==> src/rtl/cmsd_cfg.svh <==
// Offsets, field positions, reset values and timing for the memory space decoder
`ifndef CMSD_CFG_SVH
`define CMSD_CFG_SVH
`define CMSD_SP_ADDR 8'h81
`define CMSD_PROGRAM_STORE_CONTROL_ADDR 8'h8f
`define CMSD_PSW_ADDR 8'hd0
`define CMSD_SP_RST 8'h07
`define CMSD_PSW_RST 8'h00
`define CMSD_PROGRAM_STORE_CONTROL_RST 8'h00
`define CMSD_BANK_LO 3
`define CMSD_BANK_HI 4
`define CMSD_PSWE_BIT 0
`define CMSD_PM_TOP 16'hfbff
`define CMSD_BITRAM_HI 4'h2
`define CMSD_RAM_DEPTH 256
`define CMSD_RSP_LAT 2
`endif

==> src/rtl/cmsd_pkg.sv <==
// Types shared by the memory space decoder
package cmsd_pkg;
   // Addressing mode as issued by the instruction type
   typedef enum logic [2:0] {
      AM_DIRECT,
      AM_INDIRECT,
      AM_REG,
      AM_BIT,
      AM_PUSH,
      AM_POP,
      AM_CODE,
      AM_XMOVE
   } cmsd_mode_t;

   // Where the answer byte comes from
   typedef enum logic [2:0] {
      SRC_NONE,
      SRC_RAM,
      SRC_INT,
      SRC_EXT,
      SRC_PM
   } cmsd_src_t;

   typedef struct packed {
      logic valid;
      cmsd_mode_t mode;
      logic write;
      logic [15:0] addr;
      logic [7:0] wdata;
   } cmsd_req_t;

   typedef struct packed {
      logic valid;
      logic [7:0] rdata;
      logic rbit;
      logic err;
   } cmsd_rsp_t;

   typedef struct packed {
      logic valid;
      logic write;
      logic [7:0] addr;
      logic [7:0] wdata;
      logic bit_en;
      logic [2:0] bit_idx;
   } cmsd_sfr_t;

   typedef struct packed {
      logic rd;
      logic wr;
      logic [15:0] addr;
      logic [7:0] wdata;
   } cmsd_pm_t;

   typedef struct packed {
      logic valid;
      cmsd_src_t src;
      logic [7:0] byte_val;
      logic bit_en;
      logic [2:0] bit_idx;
      logic err;
   } cmsd_stage_t;
endpackage

==> src/rtl/cmsd_data_ram.sv <==
// Internal data RAM, 256 bytes, two asynchronous read ports, one write port
`timescale 1ns/1ps
`default_nettype none
`include "cmsd_cfg.svh"
module cmsd_data_ram
(
   input wire logic i_mclk,
   input wire logic i_we,
   input wire logic [7:0] i_aa,
   input wire logic [7:0] i_wd,
   output logic [7:0] o_ad,
   input wire logic [7:0] i_ab,
   output logic [7:0] o_bd
);
   // Storage has no reset; software must initialise what it uses
   logic [7:0] mem [0:`CMSD_RAM_DEPTH-1];

   // Port b fetches the index register for indirect modes
   assign o_ad = mem[i_aa];
   assign o_bd = mem[i_ab];

   // Write shares port a address so bit updates are read-modify-write
   always_ff @(posedge i_mclk)
   begin
      if (i_we)
      begin
         mem[i_aa] <= i_wd;
      end
   end
endmodule
`default_nettype wire

==> src/rtl/cmsd_sfr_regs.sv <==
// Core special function registers: stack pointer, status word, program store control
`timescale 1ns/1ps
`default_nettype none
`include "cmsd_cfg.svh"
module cmsd_sfr_regs
(
   input wire logic i_mclk,
   input wire logic i_nrst,
   input wire logic [7:0] i_addr,
   input wire logic i_we,
   input wire logic [7:0] i_wdata,
   input wire logic i_push,
   input wire logic i_pop,
   output logic o_hit,
   output logic [7:0] o_rdata,
   output logic [7:0] o_sp,
   output logic [7:0] o_psw,
   output logic [7:0] o_program_store_control
);
   logic [7:0] sp_reg;
   logic [7:0] sp_next;
   logic [7:0] psw_reg;
   logic [7:0] program_store_control_reg;
   logic hit_sp;
   logic hit_psw;
   logic hit_program_store_control;

   // Address match for the registers held here
   assign hit_sp = (i_addr == `CMSD_SP_ADDR);
   assign hit_psw = (i_addr == `CMSD_PSW_ADDR);
   assign hit_program_store_control = (i_addr == `CMSD_PROGRAM_STORE_CONTROL_ADDR);
   assign o_hit = hit_sp | hit_psw | hit_program_store_control;
   assign o_rdata = hit_sp ? sp_reg : hit_psw ? psw_reg : hit_program_store_control ? program_store_control_reg : 8'h00;

   // Pointer names the last used slot: push pre-increments, pop post-decrements
   assign sp_next = (i_we & hit_sp) ? i_wdata :
                    i_push ? sp_reg + 8'h01 :
                    i_pop ? sp_reg - 8'h01 : sp_reg;

   // Register update; reset value makes the first push land in bank 1
   always_ff @(posedge i_mclk)
   begin
      if (!i_nrst)
      begin
         sp_reg <= `CMSD_SP_RST;
         psw_reg <= `CMSD_PSW_RST;
         program_store_control_reg <= `CMSD_PROGRAM_STORE_CONTROL_RST;
      end
      else
      begin
         sp_reg <= sp_next;
         if (i_we & hit_psw)
         begin
            psw_reg <= i_wdata;
         end
         if (i_we & hit_program_store_control)
         begin
            program_store_control_reg <= i_wdata;
         end
      end
   end

   assign o_sp = sp_reg;
   assign o_psw = psw_reg;
   assign o_program_store_control = program_store_control_reg;
endmodule
`default_nettype wire

==> src/rtl/cmsd_top.sv <==
// Memory space decoder: program/data split, RAM, banks, bit space, stack
// What this block does
// - Instruction type, not address, selects memory space
// - Full variant: code above 0xFBFF is reserved
// - External-move writes code only when enabled
// - 256 bytes internal RAM at 0x00-0xFF
// - Lower 128 bytes: direct and indirect access
// - Upper 128 bytes: indirect only, separate storage
// - Direct above 0x7F goes to SFR space
// - Four banks of eight, status bits select
// - Indirect address from bank's index register 0/1
// - Bytes 0x20-0x2F form bit addresses 0x00-0x7F
// - Bit versus byte set by instruction type
// - Pointer holds last slot; push at plus one
// - Reset loads stack pointer with 0x07
// - Stack pointer at 0x81; stack anywhere
// - Only SFRs ending 0x0/0x8 are bit-addressable
`timescale 1ns/1ps
`default_nettype none
`include "cmsd_cfg.svh"
module cmsd_top #(
   parameter bit FULL_64K = 1'b1
)
(
   input wire logic i_mclk,
   input wire logic i_nrst,
   input wire cmsd_pkg::cmsd_req_t i_req,
   input wire logic [7:0] i_sfr_rdata,
   input wire logic [7:0] i_pm_rdata,
   output var cmsd_pkg::cmsd_rsp_t o_rsp,
   output var cmsd_pkg::cmsd_sfr_t o_sfr,
   output var cmsd_pkg::cmsd_pm_t o_pm,
   output logic [7:0] o_psw,
   output logic [7:0] o_sp
);

   logic go;
   logic is_dir;
   logic is_ind;
   logic is_reg;
   logic is_bit;
   logic is_push;
   logic is_pop;
   logic is_code;
   logic is_xmv;
   logic hi_half;
   logic [1:0] bank;
   logic [7:0] ptr_addr;
   logic [7:0] ptr_data;
   logic [7:0] ram_aa;
   logic [7:0] ram_ad;
   logic ram_sel;
   logic ram_we;
   logic sfr_sel;
   logic [7:0] sfr_addr;
   logic int_hit;
   logic [7:0] int_rdata;
   logic int_we;
   logic ext_go;
   logic [7:0] cur_byte;
   logic [2:0] bit_idx;
   logic [7:0] bit_mask;
   logic [7:0] merged;
   logic [7:0] wr_byte;
   logic [7:0] psw_q;
   logic [7:0] sp_q;
   logic [7:0] program_store_control_q;
   logic pm_res;
   logic pm_rd;
   logic pm_wr;
   logic req_err;
   logic [7:0] rsp_byte;
   cmsd_pkg::cmsd_src_t src_next;
   cmsd_pkg::cmsd_stage_t s1_reg;
   cmsd_pkg::cmsd_stage_t s1_next;
   cmsd_pkg::cmsd_rsp_t rsp_next;
   cmsd_pkg::cmsd_sfr_t sfr_next;
   cmsd_pkg::cmsd_pm_t pm_next;

   // Mode decode; the space follows the mode alone
   assign go = i_req.valid;
   assign is_dir = (i_req.mode == cmsd_pkg::AM_DIRECT);
   assign is_ind = (i_req.mode == cmsd_pkg::AM_INDIRECT);
   assign is_reg = (i_req.mode == cmsd_pkg::AM_REG);
   assign is_bit = (i_req.mode == cmsd_pkg::AM_BIT);
   assign is_push = (i_req.mode == cmsd_pkg::AM_PUSH);
   assign is_pop = (i_req.mode == cmsd_pkg::AM_POP);
   assign is_code = (i_req.mode == cmsd_pkg::AM_CODE);
   assign is_xmv = (i_req.mode == cmsd_pkg::AM_XMOVE);
   assign hi_half = i_req.addr[7];

   // Active bank and its index register for indirect modes
   assign bank = psw_q[`CMSD_BANK_HI:`CMSD_BANK_LO];
   assign ptr_addr = {3'b000, bank, 2'b00, i_req.addr[0]};

   // Direct or bit access in the upper half names the SFR space
   assign sfr_sel = go & (is_dir | is_bit) & hi_half;
   // Bit addresses 0x80+ pick a register ending in 0x0 or 0x8
   assign sfr_addr = is_bit ? {i_req.addr[7:3], 3'b000} : i_req.addr[7:0];
   assign int_we = sfr_sel & int_hit & i_req.write;
   // Unclaimed SFR addresses go out; reserved ones are software's problem
   assign ext_go = sfr_sel & ~int_hit;

   // RAM select: indirect and stack reach all 256 bytes, direct only the low half
   assign ram_sel = go & (is_ind | is_reg | is_push | is_pop |
                         ((is_dir | is_bit) & ~hi_half));
   assign ram_aa = is_ind ? ptr_data :
                   is_reg ? {3'b000, bank, i_req.addr[2:0]} :
                   is_bit ? {`CMSD_BITRAM_HI, i_req.addr[6:3]} :
                   is_push ? sp_q + 8'h01 :
                   is_pop ? sp_q :
                   i_req.addr[7:0];
   assign ram_we = ram_sel & (i_req.write | is_push) & ~is_pop;

   // Bit writes merge one bit into the current byte
   assign bit_idx = i_req.addr[2:0];
   assign bit_mask = 8'h01 << bit_idx;
   assign cur_byte = sfr_sel ? (int_hit ? int_rdata : 8'h00) : ram_ad;
   assign merged = (cur_byte & ~bit_mask) | (i_req.wdata[0] ? bit_mask : 8'h00);
   assign wr_byte = is_bit ? merged : i_req.wdata;

   // Program space: read-only unless the store write enable is set
   assign pm_res = FULL_64K & (i_req.addr > `CMSD_PM_TOP);
   assign pm_rd = go & is_code & ~pm_res;
   assign pm_wr = go & is_xmv & i_req.write & program_store_control_q[`CMSD_PSWE_BIT] & ~pm_res;
   assign req_err = go & pm_res & (is_code | (is_xmv & i_req.write &
                                               program_store_control_q[`CMSD_PSWE_BIT]));

   // Answer source for stage one
   assign src_next = ram_sel ? cmsd_pkg::SRC_RAM :
                     (sfr_sel & int_hit) ? cmsd_pkg::SRC_INT :
                     ext_go ? cmsd_pkg::SRC_EXT :
                     pm_rd ? cmsd_pkg::SRC_PM : cmsd_pkg::SRC_NONE;

   // Stage one carries the local byte; outside data is taken one cycle later
   always_comb
   begin
      s1_next.valid = go;
      s1_next.src = src_next;
      s1_next.byte_val = cur_byte;
      s1_next.bit_en = go & is_bit;
      s1_next.bit_idx = bit_idx;
      s1_next.err = req_err;
   end

   // Outside SFR request; the owner does its own bit merge
   always_comb
   begin
      sfr_next.valid = ext_go;
      sfr_next.write = i_req.write;
      sfr_next.addr = sfr_addr;
      sfr_next.wdata = i_req.wdata;
      sfr_next.bit_en = is_bit;
      sfr_next.bit_idx = bit_idx;
   end

   // Program store strobes
   always_comb
   begin
      pm_next.rd = pm_rd;
      pm_next.wr = pm_wr;
      pm_next.addr = i_req.addr;
      pm_next.wdata = i_req.wdata;
   end

   // Answer: two cycles after the request, every mode alike
   assign rsp_byte = (s1_reg.src == cmsd_pkg::SRC_EXT) ? i_sfr_rdata :
                     (s1_reg.src == cmsd_pkg::SRC_PM) ? i_pm_rdata :
                     (s1_reg.src == cmsd_pkg::SRC_NONE) ? 8'h00 : s1_reg.byte_val;
   always_comb
   begin
      rsp_next.valid = s1_reg.valid;
      rsp_next.rdata = rsp_byte;
      rsp_next.rbit = s1_reg.bit_en & rsp_byte[s1_reg.bit_idx];
      rsp_next.err = s1_reg.err;
   end

   // Pipeline registers; every output except o_psw and o_sp leaves from here
   always_ff @(posedge i_mclk)
   begin
      if (!i_nrst)
      begin
         s1_reg <= '0;
         o_rsp <= '0;
         o_sfr <= '0;
         o_pm <= '0;
      end
      else
      begin
         s1_reg <= s1_next;
         o_rsp <= rsp_next;
         o_sfr <= sfr_next;
         o_pm <= pm_next;
      end
   end

   // 256-byte RAM; upper half never meets the SFR registers
   cmsd_data_ram u_ram (
      .i_mclk(i_mclk),
      .i_we(ram_we),
      .i_aa(ram_aa),
      .i_wd(wr_byte),
      .o_ad(ram_ad),
      .i_ab(ptr_addr),
      .o_bd(ptr_data)
   );

   // Core registers; stack pointer moves on push and pop
   cmsd_sfr_regs u_regs (
      .i_mclk(i_mclk),
      .i_nrst(i_nrst),
      .i_addr(sfr_addr),
      .i_we(int_we),
      .i_wdata(wr_byte),
      .i_push(go & is_push),
      .i_pop(go & is_pop),
      .o_hit(int_hit),
      .o_rdata(int_rdata),
      .o_sp(sp_q),
      .o_psw(psw_q),
      .o_program_store_control(program_store_control_q)
   );

   // Straight from the register flops in the sub-module
   assign o_psw = psw_q;
   assign o_sp = sp_q;
endmodule
`default_nettype wire

==> config.mk <==
export PLATFORM = sky130hd
export DESIGN_NAME = cmsd_top
export DESIGN_NICKNAME = d
export VERILOG_FILES = /design/src/rtl/cmsd_pkg.sv /design/src/rtl/cmsd_data_ram.sv /design/src/rtl/cmsd_sfr_regs.sv /design/src/rtl/cmsd_top.sv
export VERILOG_INCLUDE_DIRS = /design/src /design/src/rtl
export SDC_FILE = /design/constraint.sdc
export NUM_CORES = 2
export LEC_CHECK = 0
export ABC_AREA = 1
export BUFFER_PORTS_ARGS = -buffer_cell sky130_fd_sc_hd__buf_2
export CAP_MARGIN = 20
export CORE_ASPECT_RATIO = 1.4
export CORE_MARGIN = 5
export CORE_UTILIZATION = 49
export DETAILED_ROUTE_END_ITERATION = 8
export PLACE_DENSITY_LB_ADDON = 0.3
export SYNTH_ARGS = -nofsm -noshare
export SYNTH_HDL_FRONTEND = slang
export SYNTH_SLANG_ARGS = --single-unit
==> constraint.sdc <==
create_clock -name i_mclk -period 20.4 [get_ports i_mclk]
set_input_delay 4.08 -clock i_mclk [delete_from_list [all_inputs] [get_ports i_mclk]]
set_output_delay 4.08 -clock i_mclk [all_outputs]
set_load 0.005 [all_outputs]
Word level (Yosys, flattened, before mapping)
Memory sizes are Yosys's and may differ from the RTL's. Index checks and enable logic that the tools add are counted.

Register bits: 89. Memory bits (writable): 2048. Input bits: 47. Output and inout bits: 75. Logic and storage cells: 116. Memories kept: 1.

Memories: u_ram.mem (words 256, width 8, rd ports 2, clocked after memory_dff 0, write ports 1, line cmsd_data_ram.sv:16) `` logic [7:0] mem [0:`CMSD_RAM_DEPTH-1]; ``.

$add $sub $neg: 2. Order comparisons: 2. Eq/ne operators: 12. Shift operators: 1. Mux-type cells: 27. Bitwise logic cells: 43. Reductions and logical operators: 5.

Operator list (number): two-way mux 8 bit (18); bitwise AND 1 bit (26); == test 8 bit, second input constant (3); greater-than comparator 16 bit, second input constant (1); == test 3 bit, second input constant (5); == test 3 x 2 -> 1 bit, second input constant (3); OR 1 bit (9); adder 8 x 1 -> 8 bit, second input constant (1); bitwise AND 8 bit (1); inverter 8 bit (1); OR 8 bit (1); left shift 1 x 3 -> 8 bit, first input constant (1); subtractor 8 x 1 -> 8 bit, second input constant (1); zero test 3 bit (2); two-way mux 3 bit (2); inverter 1 bit (5); < comparator 3 x 4 -> 1 bit, second input constant (1); two-way mux 1 bit (4); two-way mux 2 bit (2); OR reduction 4 bit (1); binary-select mux 1 bit (select 3 bit) (1); == test 3 x 1 -> 1 bit, second input constant (1); nonzero test 3 bit (1); OR reduction 2 bit (1).

Longest topological paths before layout
Word-level depth: 12. Depth in mapped cells: 29.

Cells and area by module
Synthesis repeated with hierarchy kept, for this count alone.

Cell total of the unflattened synthesis: 12146. Area total of the unflattened synthesis: 105670.1 µm².

Modules (own cells, without submodules): cmsd_data_ram (times used 1, cells an instance 11470, area each 101179.5 µm², sequential area each 61499.0 µm²); cmsd_top (times used 1, cells an instance 440, area each 2916.5 µm², sequential area each 1141.1 µm²); cmsd_sfr_regs (times used 1, cells an instance 236, area each 1574.0 µm², sequential area each 480.5 µm²).

Worst setup path after synthesis
No wires, ideal clock.

Kind: input to register. Start point: input i_req[25] in the netlist's numbering. End point: memory u_ram.mem[0][1] (data pin). Data arrival time: 9.294 ns. Required time: 19.574 ns. Slack: 10.280 ns. Stages: 25. Cells stage by stage: buf_4 inv_1 nand3_2 buf_4 inv_2 a21oi_1 nand2_1 o21ai_1 nand2_1 nand2_2 a21oi_2 buf_2 buf_2 nand2_1 nand4_1 nand2_1 nand2_1 nor2_1 nor2_1 nor2_1 nand2_1 nand2_1 nand3_1 nand2_1 nand2_1.

Word-level cells in the longest chain between the ends: 11. Elaborated cells on any way between the ends: 29. Those cells by class: eq/ne: 8; mux: 12; bitwise: 7; reduce/logical: 1; memory: 1.

Ends and longest elaborated chain: from (decl) (line cmsd_top.sv:27) `input wire cmsd_pkg::cmsd_req_t i_req,`; == test 3 bit or == test 3 x 2 -> 1 bit (tied branches) (line cmsd_top.sv:87, cmsd_top.sv:85); two-way mux 8 bit or two-way mux 3 bit (tied branches) (line cmsd_top.sv:111, cmsd_top.sv:99); two-way mux 8 bit or == test 8 bit (tied branches); two-way mux 8 bit (on tied branches) (line cmsd_top.sv:109, cmsd_sfr_regs.sv:33); two-way mux 8 bit (on tied branches) (line cmsd_top.sv:108, cmsd_sfr_regs.sv:33); two-way mux 8 bit (on tied branches) (line cmsd_top.sv:107, cmsd_sfr_regs.sv:33); memory (256 x 8 bit) or two-way mux 8 bit (tied branches); two-way mux 8 bit (line cmsd_top.sv:118) `assign cur_byte = sfr_sel ? (int_hit ? int_rdata : 8'h00) : ram_ad;`; bitwise AND 8 bit (line cmsd_top.sv:119) `assign merged = (cur_byte & ~bit_mask) | (i_req.wdata[0] ? bit_mask : 8'h00);`; OR 8 bit (line cmsd_top.sv:119); two-way mux 8 bit (*) (line cmsd_top.sv:120) `assign wr_byte = is_bit ? merged : i_req.wdata;`; net u_ram.i_wd[1] (line cmsd_data_ram.sv:10) `input wire logic [7:0] i_wd,`; to (decl) (line cmsd_data_ram.sv:16).

Mark *: on every way through the listed nets, which the timed path passes. The rest lies on a longest branch.

Worst setup path in the final report
Start point: input i_req[8] in the netlist's numbering. End point: memory u_ram.mem[117][1] (data pin).

Word-level cells in the longest chain between the ends: 10. Elaborated cells on any way between the ends: 23. Those cells by class: eq/ne: 3; shift: 1; mux: 13; bitwise: 5; memory: 1.

Ends and longest elaborated chain (line): parallel branches: the longest is 8 deep, another holds memory (256 x 8 bit); OR 8 bit (*) (cmsd_top.sv:119); two-way mux 8 bit (*) (cmsd_top.sv:120); net u_ram.i_wd[1] (cmsd_data_ram.sv:10).

Mark *: on every way through the listed nets, which the timed path passes.

==> run summary <==
status = completed
DRC = 0
routed wire length = 258900 µm
Worst Tran Pin Value = 1.288 ns
Post-CTS Setup Bufs = 0
die height = 510.4 µm
grt ovf = 0
core area = 0.1777 mm²
multi-input combinational cell area = 0.02199 mm²
layout cells sized above 1 = 6.325%
Clock Tree Buf Depth = 3
largest family of logic cells by synthesized area = simple AND/OR/NAND/NOR gates
row count = 183
Final min period = 13.40 ns
worst stage delay on the critical path = 0.95 ns
Yosys top cell by area = edfxtp_1
FILL cells = 14796
CP most frequent cell = nand2_1
reg2reg path depth = 27
Fin. Hold Viols = 0
average size of a mapped cell = 10.97 µm²
worst path bufs/invs = 8
Worst VDD drop = 0.0001022 V
crit end category = flip-flop
Clock Latency Late Sink = 0.83 ns
Num CTS Buffers = 185
Worst Hold Class = flip-flop to flip-flop
reg2reg end = u_ram.mem[117][1]$_DFFE_PP_
max-cap violations = 0
Via density = 5.836
top post-synthesis cells by area = edfxtp_1 70%, nand2_1 16%, nand3_1 2.5%, dfxtp_1 1.9%, nor2_1 1.7%
gr usage total = 27.02%
Cells after DPL = 10051
hold buffer count at cts = 0
Storage cell area = 0.06312 mm²
cts repair resizes = 0
WP data arrival = 13.93 ns
final setup fails = 0
max reg flops = 2048
I/O Pins = 122
Max H-tree Level = 4
die area = 0.1875 mm²
register bit total from synthesis = 2129
xor-xnor portion of the synthesized cell area = 0.1099%
crit share post-route = 65.67%
clock skew = 0.03269 ns
Fmax achieved = 0.07465 GHz
Routed Antenna Nets = 0
RSZ-0062 raised after global routing = false
initial antenna violation count = 9
root buf cell = clkbuf_16
Cell Count, Final, Fillers Out = 10394
max_slew headroom = 14.12%
Largest delay share family, worst path = buffers and inverters
post-synthesis compound-gate area fraction = 3.369%
first-pass GRT wire length = 379800 µm
Detailed Route Iter0 Violations = 7594
adder-cell share of the synthesized area = 0.02855%
Starting Density = 49.32%
Yosys warnings = 0
Pwr Density = 99.27 mW/mm²
WP depth = 30
clock transition at the registers of the reported paths = 0.07 ns
Die Wd = 367.4 µm
cell area after synthesis = 0.08764 mm²
P_leak = 36.23 nW
PnR Total Power = 9.508 mW
WP data required = 20.93 ns
pins over their slew limit = 0
I/O Buffers = 121
syn nets = 8037
Primary FF master, synth = edfxtp_1
vias in the first global route = 58144
gpl congestion = 0.9172
Setup CP Type = primary input to flip-flop
HP Start = rsp_next[10]$_SDFF_PN0_
Async SR Flop Fraction = 0%
clk sinks = 2129
Pre-antenna DRT Iters = 6
CTS tree = built
Nets = 7977
CP Max Fanout = 115
Hold Path End = o_rsp[10]$_SDFF_PN0_
Worst R2R Setup Slack = 10.55 ns
drt wl/cell = 24.91 µm
CP max-delay cell = buf_4
count of cells along the worst hold path = 2
Post-Synth Simple-Gate Area = 21.39%
count of different cell masters after synthesis = 47
Layout area overhead = 9.290%
Fin Setup TNS = 0 ns
worst r2r src = u_regs.o_psw[3]$_SDFFE_PN0P_
Vias = 60658
number of flops mapped to enable cells by yosys = 2048
Seq/Total Area, Yosys = 72.03%
mux contribution to synthesized area = 0%
pin count of the biggest net entering global routing = 257
crit start category = primary input
top cell type's share of synthesized area = 70.18%
Post-Synthesis Cells = 7988
DP Wirelength = 146400 µm
stage by stage:
stage	cell area, µm²	util (%)	worst slack (ns)	hold WS, ns
after CTS	95740	53.88	7.502	0.4255
final	95780	53.90	7.003	0.4230
after global placement	89920	50.61	6.845	0.3939
after detailed placement	89950	50.62	6.633	0.4097
after floorplan	87640	-	10.28	0.3905
after global routing	95770	53.90	6.761	0.4509
Yosys cell counts, types with 4 or more instances:
master and instances:
nor3_1 11, nand3_1 444, a31oi_1 7, nand2_4 4, dfxtp_1 81, nor4_1 4
inv_2 6, nand2_2 6, nor2_1 389, o21a_1 7, nand3_2 4, buf_2 220
inv_1 134, o211ai_1 21, clkbuf_1 154, nand2_1 3785, nand4_1 86, a22oi_1 115
buf_1 36, buf_4 27, edfxtp_1 2048, o21ai_1 71, buf_6 11, a21oi_1 119
xor2_1 9, o21ai_0 152, o21bai_1 4
cell families (layout without fill, tap and decap cells):
logic type / Yosys count / after routing
buf+inv: 593 / 684
other cells: 0 / 3
compound gates: 507 / 507
fa+ha+maj: 2 / 2
simple gates: 4746 / 4746
xor+xnor: 11 / 11
flops: 2129 / 2129
worst register-to-register path, cell delays in order, from the launching register on:
cell and delay [ns]:
dfxtp_1 0.31, buf_4 0.29, inv_1 0.38, nand3_1 0.21, nand3_1 0.13, nand3_4 0.45, nand2_8 0.51, inv_16 0.71
buf_4 0.95, buf_4 0.95, nand2_1 0.27, nand2_1 0.10, nand2_1 0.05, nand3_1 0.13, nand2_1 0.07, nand4_1 0.13
nand2_1 0.09, nand2_1 0.10, nor2_1 0.15, nor2_1 0.31, nor2_1 0.12, nand2_1 0.16, nand2_1 0.11, nand3_1 0.09
nand2_1 0.13, nand2_4 0.72, buf_4 1.08, buf_4 0.83
power breakdown:
group	total, mW	leakage (nW)	switching, mW	internal, mW
Clock	3.44	2.84	1.56	1.88
Combinational	1.20	14.3	0.949	0.252
Sequential	4.86	19.1	0.00465	4.86
Total	9.51	36.2	2.52	6.99
how the worst max path moves through the flow:
| stage | to | start | slack [ns] |
|---|---|---|---|
| final | u_ram.mem[117][1]$_DFFE_PP_ | i_req[8] | 7.00 |
| after global routing | u_ram.mem[124][1]$_DFFE_PP_ | i_req[8] | 6.76 |
| after CTS | u_ram.mem[126][1]$_DFFE_PP_ | i_req[8] | 7.50 |
| after detailed placement | u_ram.mem[237][1]$_DFFE_PP_ | i_req[8] | 6.63 |
| after global placement | u_ram.mem[224][1]$_DFFE_PP_ | i_req[8] | 6.84 |
| after floorplan | u_ram.mem[0][1]$_DFFE_PP_ | i_req[25] | 10.28 |
per-layer routing:
metal	vias to the layer above	part of all wire, %	global-route usage, %
met1	29512	36	34.16
met2	3483	48	44.40
li1	26923	-	-
met4	6	6.3	14.92
met5	-	0.016	0
met3	734	9.9	5.029
area by class of cell:
cell class              count  share of cell area, %
inverters                 144                 0.6127
repair buffers            202                  1.453
clock inverters           101                 0.9053
multi-input cells        5266                  22.96
diodes                      3               0.007838
well taps                2312                  3.020
flip-flops and latches   2129                  65.90
clock buffers             237                  5.135
cells in the final DEF, fill, tap and decap left out, types with 5 or more instances in the layout:
master     count
a21oi_1      119
a22oi_1      115
a31oi_1        7
buf_12        11
buf_2        121
buf_4         67
bufinv_16     14
clkbuf_1      46
clkbuf_16    188
clkinv_1      44
clkinv_2      33
dfxtp_1       81
edfxtp_1    2048
inv_1        132
inv_6          7
nand2_1     3766
nand2_2       18
nand2_4        6
nand2_8        5
nand3_1      444
nand4_1       86
nor2_1       386
nor2_4         5
nor3_1        10
o211ai_1      21
o21a_1         7
o21ai_0      150
o21ai_1       73
xor2_1         9
No activity file was read; power rests on OpenSTA's default activity.
